<file path="src/pkg/blit_defines.vh">
// register indices, field positions and codes for the host-fed blit data path
//
// Functional notes
// - all sixteen raster codes; 0Ch copies source
// - linear and rectangular destination addressing supported
// - 16 bpp: one word per pixel
// - 8 bpp phase one: first pixel high byte
// - 8 bpp phase zero: low byte then high
// - lone last pixel of line from low byte
// - 8 bpp word count from width, phase, height
// - every accepted word write in aperture counts once
// - write 80h starts; bit 7 reads one
// - full flag bit 4; host holds writes
// - operation 00h write blit; format 00h 8 bpp
// - both linear selects zero gives rectangle
// - line stride in words advances destination lines
// - expanded bit one foreground, zero background
// - expand low byte first, bit 7 downward
// - source bit 0 start byte, start bit position
// - start bit 7, width 16 expands whole word
// - width and height are 10-bit count minus one
// - 16-word fifo behind 1M aperture
// - colours 16 bits; 8 bpp uses bits 7-0
`ifndef BLIT_DEFINES_VH
`define BLIT_DEFINES_VH

// register indices; byte address is four times the index
`define IDX_CTRL 9'h100
`define IDX_FORMAT 9'h101
`define IDX_ROP 9'h102
`define IDX_OPSEL 9'h103
`define IDX_SRC_LO 9'h104
`define IDX_DST_LO 9'h108
`define IDX_DST_MID 9'h109
`define IDX_DST_HI 9'h10a
`define IDX_STRIDE_LO 9'h10c
`define IDX_STRIDE_HI 9'h10d
`define IDX_WIDTH_LO 9'h110
`define IDX_WIDTH_HI 9'h111
`define IDX_HEIGHT_LO 9'h112
`define IDX_HEIGHT_HI 9'h113
`define IDX_BG_LO 9'h114
`define IDX_BG_HI 9'h115
`define IDX_FG_LO 9'h118
`define IDX_FG_HI 9'h119
`define IDX_LINEAR 9'h11c

// aperture select: byte address bit 20 high
`define APERTURE_BIT 20

// control register fields
`define CTRL_START_BIT 7
`define CTRL_NOT_EMPTY_BIT 6
`define CTRL_HALF_BIT 5
`define CTRL_FULL_BIT 4
// linear select register fields
`define LIN_DST_BIT 0
`define LIN_SRC_BIT 1

// codes
`define OP_WRITE_ROP 8'h00
`define OP_COLOR_EXPAND 8'h08
`define FMT_16BPP_BIT 0

// reset values
`define RST_BYTE 8'h00
`define RST_ROP 8'h0c

`endif

</file>
<file path="src/rtl/word_fifo.v">
// synchronous word fifo held in flip-flops, with occupancy count
module word_fifo #(
    parameter WIDTH = 16,
    parameter DEPTH_LOG2 = 4
) (
    input wire ref_clk,
    input wire rstn,
    input wire wr_valid,
    output wire wr_ready,
    input wire [WIDTH-1:0] wr_data,
    output wire rd_valid,
    input wire rd_ready,
    output wire [WIDTH-1:0] rd_data,
    output wire [DEPTH_LOG2:0] count
);
    localparam DEPTH = 1 << DEPTH_LOG2;
    reg [WIDTH-1:0] mem_r [0:DEPTH-1];
    reg [DEPTH_LOG2-1:0] wp_r;
    reg [DEPTH_LOG2-1:0] rp_r;
    reg [DEPTH_LOG2:0] cnt_r;
    wire push;
    wire pop;

    assign wr_ready = (cnt_r != DEPTH[DEPTH_LOG2:0]);
    assign rd_valid = (cnt_r != {(DEPTH_LOG2+1){1'b0}});
    assign push = wr_valid & wr_ready;
    assign pop = rd_ready & rd_valid;
    assign rd_data = mem_r[rp_r];
    assign count = cnt_r;

    always @(posedge ref_clk) begin
        if (push) begin
            mem_r[wp_r] <= wr_data;
        end
    end

    always @(posedge ref_clk or negedge rstn) begin
        if (!rstn) begin
            wp_r <= {DEPTH_LOG2{1'b0}};
            rp_r <= {DEPTH_LOG2{1'b0}};
            cnt_r <= {(DEPTH_LOG2+1){1'b0}};
        end else begin
            if (push) begin
                wp_r <= wp_r + 1'b1;
            end
            if (pop) begin
                rp_r <= rp_r + 1'b1;
            end
            if (push && !pop) begin
                cnt_r <= cnt_r + 1'b1;
            end else if (pop && !push) begin
                cnt_r <= cnt_r - 1'b1;
            end
        end
    end
endmodule // word_fifo

</file>
<file path="src/rtl/blit_host_path.v">
// host-fed write blit and colour expansion engine with apb registers
`include "blit_defines.vh"

module blit_host_path #(
    parameter FIFO_LOG2 = 4
) (
    input wire ref_clk,
    input wire rstn,
    input wire psel,
    input wire penable,
    input wire pwrite,
    input wire [20:0] paddr,
    input wire [31:0] pwdata,
    output reg [31:0] prdata,
    output reg pready,
    output reg pslverr,
    output reg mem_rd,
    output reg mem_wr,
    output reg [23:0] mem_addr,
    output reg [15:0] mem_wdata,
    output reg [1:0] mem_be,
    input wire [15:0] mem_rdata,
    input wire mem_rvalid
);
    // engine states; colour expand skips the destination read
    localparam ST_IDLE = 3'd0;
    localparam ST_POP = 3'd1;
    localparam ST_RD = 3'd2;
    localparam ST_RWAIT = 3'd3;
    localparam ST_WR = 3'd4;
    // occupancy thresholds behind the status flags
    localparam HALF = 1 << (FIFO_LOG2 - 1);
    localparam FULL = 1 << FIFO_LOG2;

    // setup registers
    reg [7:0] format_r;
    reg [7:0] rop_r;
    reg [7:0] opsel_r;
    reg [7:0] src_lo_r;
    reg [23:0] dst_r;
    reg [15:0] stride_r;
    reg [9:0] width_r;
    reg [9:0] height_r;
    reg [15:0] bg_r;
    reg [15:0] fg_r;
    reg [1:0] linear_r;

    // engine state
    reg [2:0] state_r;
    reg busy_r;
    reg [9:0] x_r;
    reg [9:0] y_r;
    reg [3:0] slot_r;
    reg first_r;
    reg [15:0] word_r;
    reg [15:0] dest_r;
    reg [23:0] addr_r;
    reg [23:0] line_r;
    reg not_empty_r;
    reg half_r;
    reg full_r;

    wire bus_access;
    wire bus_done;
    wire in_aperture;
    wire [8:0] idx;
    wire fifo_wr_valid;
    wire fifo_wr_ready;
    wire fifo_rd_valid;
    wire fifo_pop;
    wire [15:0] fifo_dout;
    wire [FIFO_LOG2:0] fifo_count;
    wire bpp16;
    wire expand;
    wire phase;
    wire [3:0] first_slot;
    wire [3:0] last_slot;
    wire [3:0] bit_sel;
    wire src_bit;
    wire [7:0] src_byte;
    wire [15:0] src_pix;
    wire [15:0] rop_res;
    wire [15:0] pix_out;
    wire [23:0] step;
    wire [23:0] line_nxt;
    wire [23:0] stride_bytes;
    reg [7:0] rd_byte;
    reg map_ok;

    assign bus_access = psel & penable & ~pready;
    assign bus_done = psel & penable & pready;
    assign in_aperture = paddr[`APERTURE_BIT];
    assign idx = paddr[10:2];

    // every accepted aperture word write counts once, whatever the host width
    assign fifo_wr_valid = bus_done & pwrite & in_aperture & ~pslverr;

    // host words queue here until the engine drains them
    word_fifo #(
        .WIDTH(16),
        .DEPTH_LOG2(FIFO_LOG2)
    ) u_fifo (
        .ref_clk(ref_clk),
        .rstn(rstn),
        .wr_valid(fifo_wr_valid),
        .wr_ready(fifo_wr_ready),
        .wr_data(pwdata[15:0]),
        .rd_valid(fifo_rd_valid),
        .rd_ready(fifo_pop),
        .rd_data(fifo_dout),
        .count(fifo_count)
    );

    assign fifo_pop = (state_r == ST_POP) & fifo_rd_valid;

    // mode decode
    assign bpp16 = format_r[`FMT_16BPP_BIT];
    assign expand = (opsel_r == `OP_COLOR_EXPAND);
    assign phase = src_lo_r[0];
    // colour expand: slot 0..7 low byte bit 7..0, slot 8..15 high byte bit 7..0
    // start byte from source bit 0, start bit from the start position field
    assign first_slot = !first_r ? 4'h0 :
                        expand ? {phase, 3'h7 - rop_r[2:0]} :
                        (!bpp16 && phase) ? 4'h1 : 4'h0;
    assign last_slot = expand ? 4'hf : bpp16 ? 4'h0 : 4'h1;
    assign bit_sel = slot_r[3] ? (4'hf - {1'b0, slot_r[2:0]}) : (4'h7 - {1'b0, slot_r[2:0]});
    assign src_bit = word_r[bit_sel];
    // a slot of 0 always takes the low byte, so a lone last pixel comes from it
    assign src_byte = slot_r[0] ? word_r[15:8] : word_r[7:0];
    // expanded colour; 8 bpp uses only bits 7-0 of the colour
    assign src_pix = expand ? (bpp16 ? (src_bit ? fg_r : bg_r) :
                               (src_bit ? {fg_r[7:0], fg_r[7:0]} : {bg_r[7:0], bg_r[7:0]})) :
                     (bpp16 ? word_r : {src_byte, src_byte});

    // per-bit raster op: result = code[{source, destination}]
    genvar gi;
    generate
        for (gi = 0; gi < 16; gi = gi + 1) begin : g_rop
            assign rop_res[gi] = rop_r[{src_pix[gi], dest_r[gi]}];
        end
    endgenerate
    assign pix_out = expand ? src_pix : rop_res;

    assign step = bpp16 ? 24'h000002 : 24'h000001;
    assign stride_bytes = {7'h00, stride_r, 1'b0};
    // linear mode packs lines back to back, rectangular advances by the stride
    assign line_nxt = linear_r[`LIN_DST_BIT] ? (addr_r + step) : (line_r + stride_bytes);

    // register read mux
    always @* begin
        rd_byte = 8'h00;
        map_ok = 1'b1;
        if (in_aperture) begin
            map_ok = pwrite;
        end else begin
            case (idx)
                `IDX_CTRL: rd_byte = {busy_r, not_empty_r, half_r, full_r, 4'h0};
                `IDX_FORMAT: rd_byte = format_r;
                `IDX_ROP: rd_byte = rop_r;
                `IDX_OPSEL: rd_byte = opsel_r;
                `IDX_SRC_LO: rd_byte = src_lo_r;
                `IDX_DST_LO: rd_byte = dst_r[7:0];
                `IDX_DST_MID: rd_byte = dst_r[15:8];
                `IDX_DST_HI: rd_byte = dst_r[23:16];
                `IDX_STRIDE_LO: rd_byte = stride_r[7:0];
                `IDX_STRIDE_HI: rd_byte = stride_r[15:8];
                `IDX_WIDTH_LO: rd_byte = width_r[7:0];
                `IDX_WIDTH_HI: rd_byte = {6'h00, width_r[9:8]};
                `IDX_HEIGHT_LO: rd_byte = height_r[7:0];
                `IDX_HEIGHT_HI: rd_byte = {6'h00, height_r[9:8]};
                `IDX_BG_LO: rd_byte = bg_r[7:0];
                `IDX_BG_HI: rd_byte = bg_r[15:8];
                `IDX_FG_LO: rd_byte = fg_r[7:0];
                `IDX_FG_HI: rd_byte = fg_r[15:8];
                `IDX_LINEAR: rd_byte = {6'h00, linear_r};
                default: map_ok = 1'b0;
            endcase
        end
    end

    // apb slave: one wait state, answer registered
    always @(posedge ref_clk or negedge rstn) begin
        if (!rstn) begin
            pready <= 1'b0;
            pslverr <= 1'b0;
            prdata <= 32'h00000000;
        end else begin
            pready <= bus_access;
            if (bus_access) begin
                prdata <= {24'h000000, rd_byte};
                // full fifo write is refused with an error, never queued
                pslverr <= ~map_ok | (in_aperture & ~fifo_wr_ready);
            end else begin
                pslverr <= 1'b0;
            end
        end
    end

    // fifo flags follow occupancy every cycle
    always @(posedge ref_clk or negedge rstn) begin
        if (!rstn) begin
            not_empty_r <= 1'b0;
            half_r <= 1'b0;
            full_r <= 1'b0;
        end else begin
            not_empty_r <= (fifo_count != {(FIFO_LOG2+1){1'b0}});
            half_r <= (fifo_count >= HALF[FIFO_LOG2:0]);
            full_r <= (fifo_count == FULL[FIFO_LOG2:0]);
        end
    end

    // setup register writes, taken in any order while idle or busy
    always @(posedge ref_clk or negedge rstn) begin
        if (!rstn) begin
            format_r <= `RST_BYTE;
            rop_r <= `RST_ROP;
            opsel_r <= `RST_BYTE;
            src_lo_r <= `RST_BYTE;
            dst_r <= 24'h000000;
            stride_r <= 16'h0000;
            width_r <= 10'h000;
            height_r <= 10'h000;
            bg_r <= 16'h0000;
            fg_r <= 16'h0000;
            linear_r <= 2'b00;
        end else if (bus_done && pwrite && !in_aperture && !pslverr) begin
            case (idx)
                `IDX_FORMAT: format_r <= pwdata[7:0];
                `IDX_ROP: rop_r <= pwdata[7:0];
                `IDX_OPSEL: opsel_r <= pwdata[7:0];
                `IDX_SRC_LO: src_lo_r <= pwdata[7:0];
                `IDX_DST_LO: dst_r[7:0] <= pwdata[7:0];
                `IDX_DST_MID: dst_r[15:8] <= pwdata[7:0];
                `IDX_DST_HI: dst_r[23:16] <= pwdata[7:0];
                `IDX_STRIDE_LO: stride_r[7:0] <= pwdata[7:0];
                `IDX_STRIDE_HI: stride_r[15:8] <= pwdata[7:0];
                `IDX_WIDTH_LO: width_r[7:0] <= pwdata[7:0];
                `IDX_WIDTH_HI: width_r[9:8] <= pwdata[1:0];
                `IDX_HEIGHT_LO: height_r[7:0] <= pwdata[7:0];
                `IDX_HEIGHT_HI: height_r[9:8] <= pwdata[1:0];
                `IDX_BG_LO: bg_r[7:0] <= pwdata[7:0];
                `IDX_BG_HI: bg_r[15:8] <= pwdata[7:0];
                `IDX_FG_LO: fg_r[7:0] <= pwdata[7:0];
                `IDX_FG_HI: fg_r[15:8] <= pwdata[7:0];
                `IDX_LINEAR: linear_r <= pwdata[1:0];
                default: linear_r <= linear_r;
            endcase
        end
    end

    // pixel engine: pops words, walks pixels, optional destination read, writes
    always @(posedge ref_clk or negedge rstn) begin
        if (!rstn) begin
            state_r <= ST_IDLE;
            busy_r <= 1'b0;
            x_r <= 10'h000;
            y_r <= 10'h000;
            slot_r <= 4'h0;
            first_r <= 1'b0;
            word_r <= 16'h0000;
            dest_r <= 16'h0000;
            addr_r <= 24'h000000;
            line_r <= 24'h000000;
            mem_rd <= 1'b0;
            mem_wr <= 1'b0;
            mem_addr <= 24'h000000;
            mem_wdata <= 16'h0000;
            mem_be <= 2'b00;
        end else begin
            mem_rd <= 1'b0;
            mem_wr <= 1'b0;
            case (state_r)
                ST_IDLE: begin
                    // start only for the two supported operations
                    if (bus_done && pwrite && !in_aperture && idx == `IDX_CTRL &&
                        pwdata[`CTRL_START_BIT] &&
                        (opsel_r == `OP_WRITE_ROP || opsel_r == `OP_COLOR_EXPAND)) begin
                        busy_r <= 1'b1;
                        x_r <= 10'h000;
                        y_r <= 10'h000;
                        first_r <= 1'b1;
                        addr_r <= dst_r;
                        line_r <= dst_r;
                        state_r <= ST_POP;
                    end
                end
                ST_POP: begin
                    // stalls here while the host has not supplied a word
                    if (fifo_rd_valid) begin
                        word_r <= fifo_dout;
                        slot_r <= first_slot;
                        first_r <= 1'b0;
                        state_r <= expand ? ST_WR : ST_RD;
                    end
                end
                ST_RD: begin
                    // destination word fetched for the raster op
                    mem_rd <= 1'b1;
                    mem_addr <= {addr_r[23:1], 1'b0};
                    state_r <= ST_RWAIT;
                end
                ST_RWAIT: begin
                    // no timeout: the buffer may stall for any time
                    if (mem_rvalid) begin
                        dest_r <= mem_rdata;
                        state_r <= ST_WR;
                    end
                end
                ST_WR: begin
                    mem_wr <= 1'b1;
                    mem_addr <= {addr_r[23:1], 1'b0};
                    mem_wdata <= pix_out;
                    mem_be <= bpp16 ? 2'b11 : (addr_r[0] ? 2'b10 : 2'b01);
                    if (x_r == width_r) begin
                        // end of line; remaining bits of the word are dropped
                        x_r <= 10'h000;
                        if (y_r == height_r) begin
                            busy_r <= 1'b0;
                            state_r <= ST_IDLE;
                        end else begin
                            y_r <= y_r + 10'h001;
                            line_r <= line_nxt;
                            addr_r <= line_nxt;
                            first_r <= 1'b1;
                            state_r <= ST_POP;
                        end
                    end else begin
                        x_r <= x_r + 10'h001;
                        addr_r <= addr_r + step;
                        if (slot_r == last_slot) begin
                            state_r <= ST_POP;
                        end else begin
                            slot_r <= slot_r + 4'h1;
                            state_r <= expand ? ST_WR : ST_RD;
                        end
                    end
                end
                default: state_r <= ST_IDLE;
            endcase
        end
    end
endmodule // blit_host_path

</file>
<file path="config.mk">
export PLATFORM = sky130hd
export DESIGN_NAME = blit_host_path
export DESIGN_NICKNAME = d
export VERILOG_FILES = /design/src/rtl/word_fifo.v /design/src/rtl/blit_host_path.v
export VERILOG_INCLUDE_DIRS = /design/src /design/src/pkg
export SDC_FILE = /design/constraint.sdc
export NUM_CORES = 1
export LEC_CHECK = 0
export ABC_CLOCK_PERIOD_IN_PS = 8300
export BUFFER_PORTS_ARGS = -buffer_cell sky130_fd_sc_hd__buf_2
export CAP_MARGIN = 10
export CORE_MARGIN = 5
export CORE_UTILIZATION = 60
export CTS_CLUSTER_DIAMETER = 40
export DETAILED_ROUTE_END_ITERATION = 7
export PLACE_DENSITY = 0.84
export SKIP_LAST_GASP = 1
export SLEW_MARGIN = 20
export SYNTH_ARGS = -nofsm -noshare
export SYNTH_HDL_FRONTEND = slang
export SYNTH_HIERARCHICAL = 1
export SYNTH_SLANG_ARGS = --single-unit
</file>
<file path="constraint.sdc">
create_clock -name ref_clk -period 8.3 [get_ports ref_clk]
set_input_delay 0.415 -clock ref_clk [delete_from_list [all_inputs] [get_ports ref_clk]]
set_output_delay 0.415 -clock ref_clk [all_outputs]
set_load 0.01 [all_outputs]
</file>
# Yosys cells after proc, flatten, opt, wreduce, memory -nomap -nowiden
# Memories as Yosys holds them, arrays and structs flattened. A register that Yosys moved wholly into a read port is not among the register bits.
# Cells that the tools add are included.
# W data, S select, Z words.
dict set report word_totals {
  reg_bits 288
  mem_bits_rw 256
  output_inout_bits 78
  n_memories 1
}
dict set report op_classes {
  addsub 12
  magnitude_cmp 18
  n_eq_ne 38
  muxes 94
  bitwise_logic 15
  n_reduce_logical 52
}
# memory words word_bits rd rd_clocked_by_memory_dff wr line
set mem_list {}
lappend mem_list {u_fifo.mem_r 16 16 1 1 1 word_fifo.v:17} ;# reg [WIDTH-1:0] mem_r [0:DEPTH-1];
# cell count
set op_table {}
lappend op_table {{$eq A9 B9 Y1 const B} 19}
lappend op_table {{$pmux W8 S19} 1}
lappend op_table {{$mux W24} 5}
lappend op_table {{$mux W16} 6}
lappend op_table {{$pmux W24 S2} 2}
lappend op_table {{$lt A2 B4 Y1 const B} 16}
lappend op_table {{$reduce_and A2 Y1} 21}
lappend op_table {{$mux W10} 4}
lappend op_table {{$pmux W10 S2} 2}
lappend op_table {{$mux W1} 33}
lappend op_table {{$bmux W1 S2} 16}
lappend op_table {{$mux W4} 7}
lappend op_table {{$add A24 B17 Y24} 1}
lappend op_table {{$add A24 B2 Y24} 1}
lappend op_table {{$add A10 B1 Y10 const B} 2}
lappend op_table {{$eq A10 B10 Y1} 2}
lappend op_table {{$reduce_or A19 Y1} 1}
lappend op_table {{$mux W3} 6}
lappend op_table {{$mux W8} 2}
lappend op_table {{$ne A2 B2 Y1 const B} 8}
lappend op_table {{$pmux W3 S5} 1}
lappend op_table {{$add A4 B1 Y4 const B} 3}
lappend op_table {{$reduce_and A4 Y1} 3}
lappend op_table {{$and A1 B1 Y1} 10}
lappend op_table {{34 further kinds} 57}

# Longest topological paths before layout
dict set report depth {
  word_depth 10
  depth_mapped 13
  ltp_nobuf 11
}

# Cells and area by module
# The synthesis kept the hierarchy.
# module n_inst cells_per_inst area_each_um2 seq_area_each_um2
set modules_own_cells {}
lappend modules_own_cells {blit_host_path 1 1542 16009.1 7284.5}
lappend modules_own_cells {word_fifo 1 548 10871.7 8012.7}

# Worst setup path after synthesis
# OpenSTA, ideal clock, no wires.
dict set report synth_timing {
  path_kind {reg-to-reg}
  startpoint {register u_fifo.cnt_r[1], in the netlist u_fifo/count[1]}
  endpoint {register u_fifo.cnt_r[4], in the netlist u_fifo/count[4]}
  setup_ps 80
  t_arrival_ps 3059
  required_time_ps 8220
  setup_slack_ps 5161
  stages_incl_launch_ff 14
  path_buffers 2
  period_less_slack_ps 3139
  path_cell_list {dfrtp_1 -> nor4_4 -> nand2b_1 -> and2_1 -> clkbuf_1 -> buf_1 -> nand2_1 -> ha_1 -> inv_1 -> fa_1 -> a21o_1 -> a21oi_1 -> mux2i_1 -> xnor2_1}
}
dict set report synth_via {
  elab_chain_cells 6
}
# element line
set synth_lines {}
lappend synth_lines {{from (decl)} word_fifo.v:20} ;# reg [DEPTH_LOG2:0] cnt_r;
lappend synth_lines {{from (signal assigned)} word_fifo.v:41} ;# cnt_r <= {(DEPTH_LOG2+1){1'b0}};
lappend synth_lines {{from (signal assigned)} word_fifo.v:50} ;# cnt_r <= cnt_r + 1'b1;
lappend synth_lines {{from (signal assigned)} word_fifo.v:52} ;# cnt_r <= cnt_r - 1'b1;
lappend synth_lines {{$reduce_bool A5 Y1 *} word_fifo.v:25} ;# assign rd_valid = (cnt_r != {(DEPTH_LOG2+1){1'b0}});
lappend synth_lines {{net fifo_rd_valid} blit_host_path.v:69} ;# wire fifo_rd_valid;
lappend synth_lines {{$and A1 B1 Y1 *} blit_host_path.v:114} ;# assign fifo_pop = (state_r == ST_POP) & fifo_rd_valid;
lappend synth_lines {{net fifo_pop} blit_host_path.v:70} ;# wire fifo_pop;
lappend synth_lines {{$and A1 B1 Y1 *} word_fifo.v:27} ;# assign pop = rd_ready & rd_valid;
lappend synth_lines {{$logic_not A1 Y1} word_fifo.v:49} ;# if (push && !pop) begin
lappend synth_lines {{$logic_and A1 B1 Y1} word_fifo.v:49}
lappend synth_lines {{$mux W5 or $reduce_bool A2 Y1 (tied branches)} n/a}
# Mark *: on every way through the listed nets, which the timed path passes. The rest lies on a longest branch. The select of a mux whose other input is x is not followed.
# A chain may end at the register's enable or synchronous reset.

# Final worst setup path
dict set report layout_timing {
  startpoint {register state_r[0]}
  endpoint {register u_fifo.cnt_r[4], in the netlist u_fifo/count[4]}
}
dict set report layout_via {
  elab_chain_cells 6
}
# element line
set layout_lines {}
lappend layout_lines {{from (decl)} blit_host_path.v:49} ;# reg [2:0] state_r;
lappend layout_lines {{from (signal assigned)} blit_host_path.v:293} ;# state_r <= expand ? ST_WR : ST_RD;
lappend layout_lines {{from (signal assigned)} blit_host_path.v:334} ;# state_r <= expand ? ST_WR : ST_RD;
lappend layout_lines {{$eq A3 B1 Y1 *} blit_host_path.v:114}
lappend layout_lines {{$and A1 B1 Y1 *} blit_host_path.v:114}
lappend layout_lines {{$and A1 B1 Y1 *} word_fifo.v:27}
lappend layout_lines {{$logic_not A1 Y1} word_fifo.v:49}
lappend layout_lines {{$logic_and A1 B1 Y1} word_fifo.v:49}
lappend layout_lines {{$mux W5 or $reduce_bool A2 Y1 (tied branches)} n/a}
# Mark *: on every way between the ends. The rest lies on a longest branch, timed or not.

==> metrics.md <==
| Metric | Value |
|---|---|
| CTS Sinks | 560 |
| Maximum vdd drop | between 0.0003 and 0.0004 V |
| TritonRoute pass-1 iters | 8 |
| Fill cell count | 2,944 |
| Core area | 44,320 µm² |
| Number of H-tree levels | 3 |
| WL per Instance | 25.96 µm |
| Layout area overhead | 12.65% |
| Clock slew at reported path FFs | around 60 ps |
| Most common cell after layout, fill and taps aside | dfrtp_1 |
| Top-Level Pins | 153 |
| Asr flop ratio synth | 0.5429 |
| Worst EP arrival | 4390 ps |
| PD cells | 301.6 nW/µm² |
| Vias in the first global route | 18,800 |
| CP Capture Type | flop |
| Netlist Area Pre-Place | 26,880 µm² |
| Fmax | around 260 MHz |
| Cell accounting for the most synthesized area | edfxtp_1 |
| Failing checks | DRC |
| Maximum number of pins on one net before global-route repair | slightly above 100 |
| Synth top area share | 0.2860 |
| Die height | 221.7 µm |
| Total Power | 9.131 mW |
| Global-route wire length before repair | about 110 mm |
| Worst hold margin | between 30 and 40 ps |
| DRT iter0 DRCs | 2,396 |
| Final setup margin | between 4000 and 5000 ps |
| TritonCTS clock tree | built |
| Non-Filler Instances | 2,840 |
| Hold path startpoint | mem_rdata[10] |
| FF+latch count, synth | 560 |
| Reg2reg path depth | 11 |
| Syn Area/Cell | 12.86 µm² |
| Slew @ Worst Pin | approximately 1100 ps |
| Final net count | 2,295 |
| Post-Route WL | about 74 mm |
| Status | finished with violations |
| Path type of the worst min-delay path | in2reg |
| Synth top area cells | edfxtp_1 29%, dfrtp_1 28%, mux2_2 7.6%, mux4_2 4.4%, mux2i_1 4.2% |
| Leakage power | approximately 12 nW |
| Gate count after technology mapping | 2,090 |
| Final period utilization | 0.4651 |
| R2r startpoint | state_r[0]$_DFFE_PN0P_ |
| GRT Total Usage | 0.2952 |
| Setup WS pre-CTS | between 4000 and 5000 ps |
| Worst R2R End | u_fifo/count[4]$_DFFE_PN0P_ |
| Max Slew Vio Count | 0 |
| Startpoint types | flop |
| DRC | 4 |
| DP Area | 27,720 µm² |
| Initial antenna violation count | 3 |
| Unrepaired setup endpoints after global routing | no |
| CP required | around 8800 ps |
| Clock Path Buffers | 3 |
| Setup violators final | 0 |
| Die Wd | 221.7 µm |
| Gpl congestion | 0.9770 |
| Max FO, Critical Path | 19 |
| Share of cells above drive strength 1 | 0.2486 |
| Max cap viols | 0 |
| Fin crit period | 3860 ps |
| Final core utilization | 0.6833 |
| Post-synthesis sequential area ratio | 0.5691 |
| Initial Utilization | 0.6065 |
| Routed Antenna Nets | 0 |
| Final Hold Vio Count | 0 |
| Hold path depth | 2 |
| DR vias | 18,780 |
| Final instance area | 30,280 µm² |
| Buffers on Ports | 100 |
| Worst clock skew | 33.90 ps |
| Reg2Reg Setup Slack | 4440 ps |
| Slew headroom | 0.2530 |
| Post-CTS setup buffer count | 0 |
| Setup tns final | 0 ps |
| Root buffer cell | clkbuf_16 |
| Worst-skew pair later-pin latency | 620 ps |
| Synth unique cells | 80 |
| Synth warnings | 6 |
| Die area | 49,140 µm² |
| Crit path launch | state_r[0]$_DFFE_PN0P_ |
| Vias per inst | 6.613 |
| Dpl hpwl | about 47 mm |
| Worst setup path class | reg2reg |
| Placed Cells | 2,698 |
| CTS Buf Count | 75 |
| Crit path capture | u_fifo/count[4]$_DFFE_PN0P_ |
| Row cnt | 77 |
| Congestion Overflow GR | 0 |
| Most frequent cells in the layout | 301 x dfrtp_1, 256 x edfxtp_1, 212 x nand2_1, 182 x mux2_2, 121 x o21ai_0 |
| Post-synth top flop | dfrtp_1 |
| EDFF count, synth | 256 |
## synth_stat cells, types with 30 or more instances
| master | n |
|---|---|
| o21ai_0 | 121 |
| dfrtp_1 | 302 |
| mux2_2 | 182 |
| a31oi_1 | 32 |
| mux4_2 | 53 |
| a21oi_1 | 68 |
| xnor2_1 | 35 |
| xor2_1 | 43 |
| nand3_1 | 36 |
| a22oi_1 | 31 |
| clkbuf_1 | 68 |
| edfxtp_1 | 256 |
| ha_1 | 31 |
| mux2i_1 | 112 |
| nand2_1 | 213 |
| nor2_1 | 108 |
| a221oi_2 | 30 |
## layout make-up
class | instances | area [µm²] | area share
clock buffer | 85 | 1924 | 0.06355
clock inverter | 51 | 549.3 | 0.01814
antenna | 3 | 7.507 | 0.0002479
timing repair buffer | 134 | 808.3 | 0.02669
tap | 592 | 740.7 | 0.02446
multi-input combinational | 1391 | 10860 | 0.3586
inverter | 24 | 90.09 | 0.002975
sequential | 560 | 15300 | 0.5053
## kinds of logic after synthesis
kind of cell,after synthesis,share of synthesized area
buf+inv,163,0.03249
compound gates,400,0.1042
simple gates,506,0.08923
xor+xnor,78,0.02541
flops,560,0.5691
other cells,1,0.0001395
mux,348,0.1628
fa+ha+maj,34,0.01666
## flip-flops by register name, summed over array words and instances, names as in the netlist, 23 cells and up
name	cells
dst_r	24
mem_addr	23
line_r	24
u_fifo/mem_r	256
addr_r	24
## metal layers
| metal | GRT usage | wire (µm) | vias up |
|---|---|---|---|
| met1 | 0.3978 | 27980 | 9316 |
| met5 | 0 | 0 | - |
| met4 | 0.1066 | 2924 | 0 |
| met2 | 0.4822 | 35330 | 1185 |
| met3 | 0.06064 | 7488 | 237 |
| li1 | - | - | 8044 |
## critical path, cell delays in order, from the launching register on
cell     delay [ps]
dfrtp_1         640
nor2b_1         290
nor2b_1         210
and2_1          790
nand2_1         350
ha_1            310
inv_1           150
ha_1            290
a21o_1          170
a21oi_1         180
mux2i_1         240
xnor2_1         130
## worst min path at each step
stage,endpoint,slack [ps]
6_report,dest_r[10]$_DFFE_PN0P_,30
3_3_place_gp,mem_addr[11]$_DFFE_PN0P_,460
3_5_place_dp,prdata[7]$_DFFE_PN0P_,450
2_1_floorplan,addr_r[0]$_DFFE_PN0P_,120
4_1_cts,dest_r[10]$_DFFE_PN0P_,8
5_1_grt,dest_r[12]$_DFFE_PN0P_,30
## power by group
part / leakage, nW / internal, mW / total, mW / switching, mW
combinational: 5.02 / 1.02 / 2.31 / 1.29
clock: 1.18 / 1.87 / 3.18 / 1.31
sequential: 6.30 / 3.20 / 3.65 / 0.442
total: 12.5 / 6.10 / 9.13 / 3.04
## timing repair
item / CTS / global route
hold buffers: 1 / 0
hold endpoints to repair: 97 / 0
gates resized for setup: 0 / 0
endpoints found under the setup margin: 0 / 0
No activity file was read; power rests on OpenSTA's default activity.
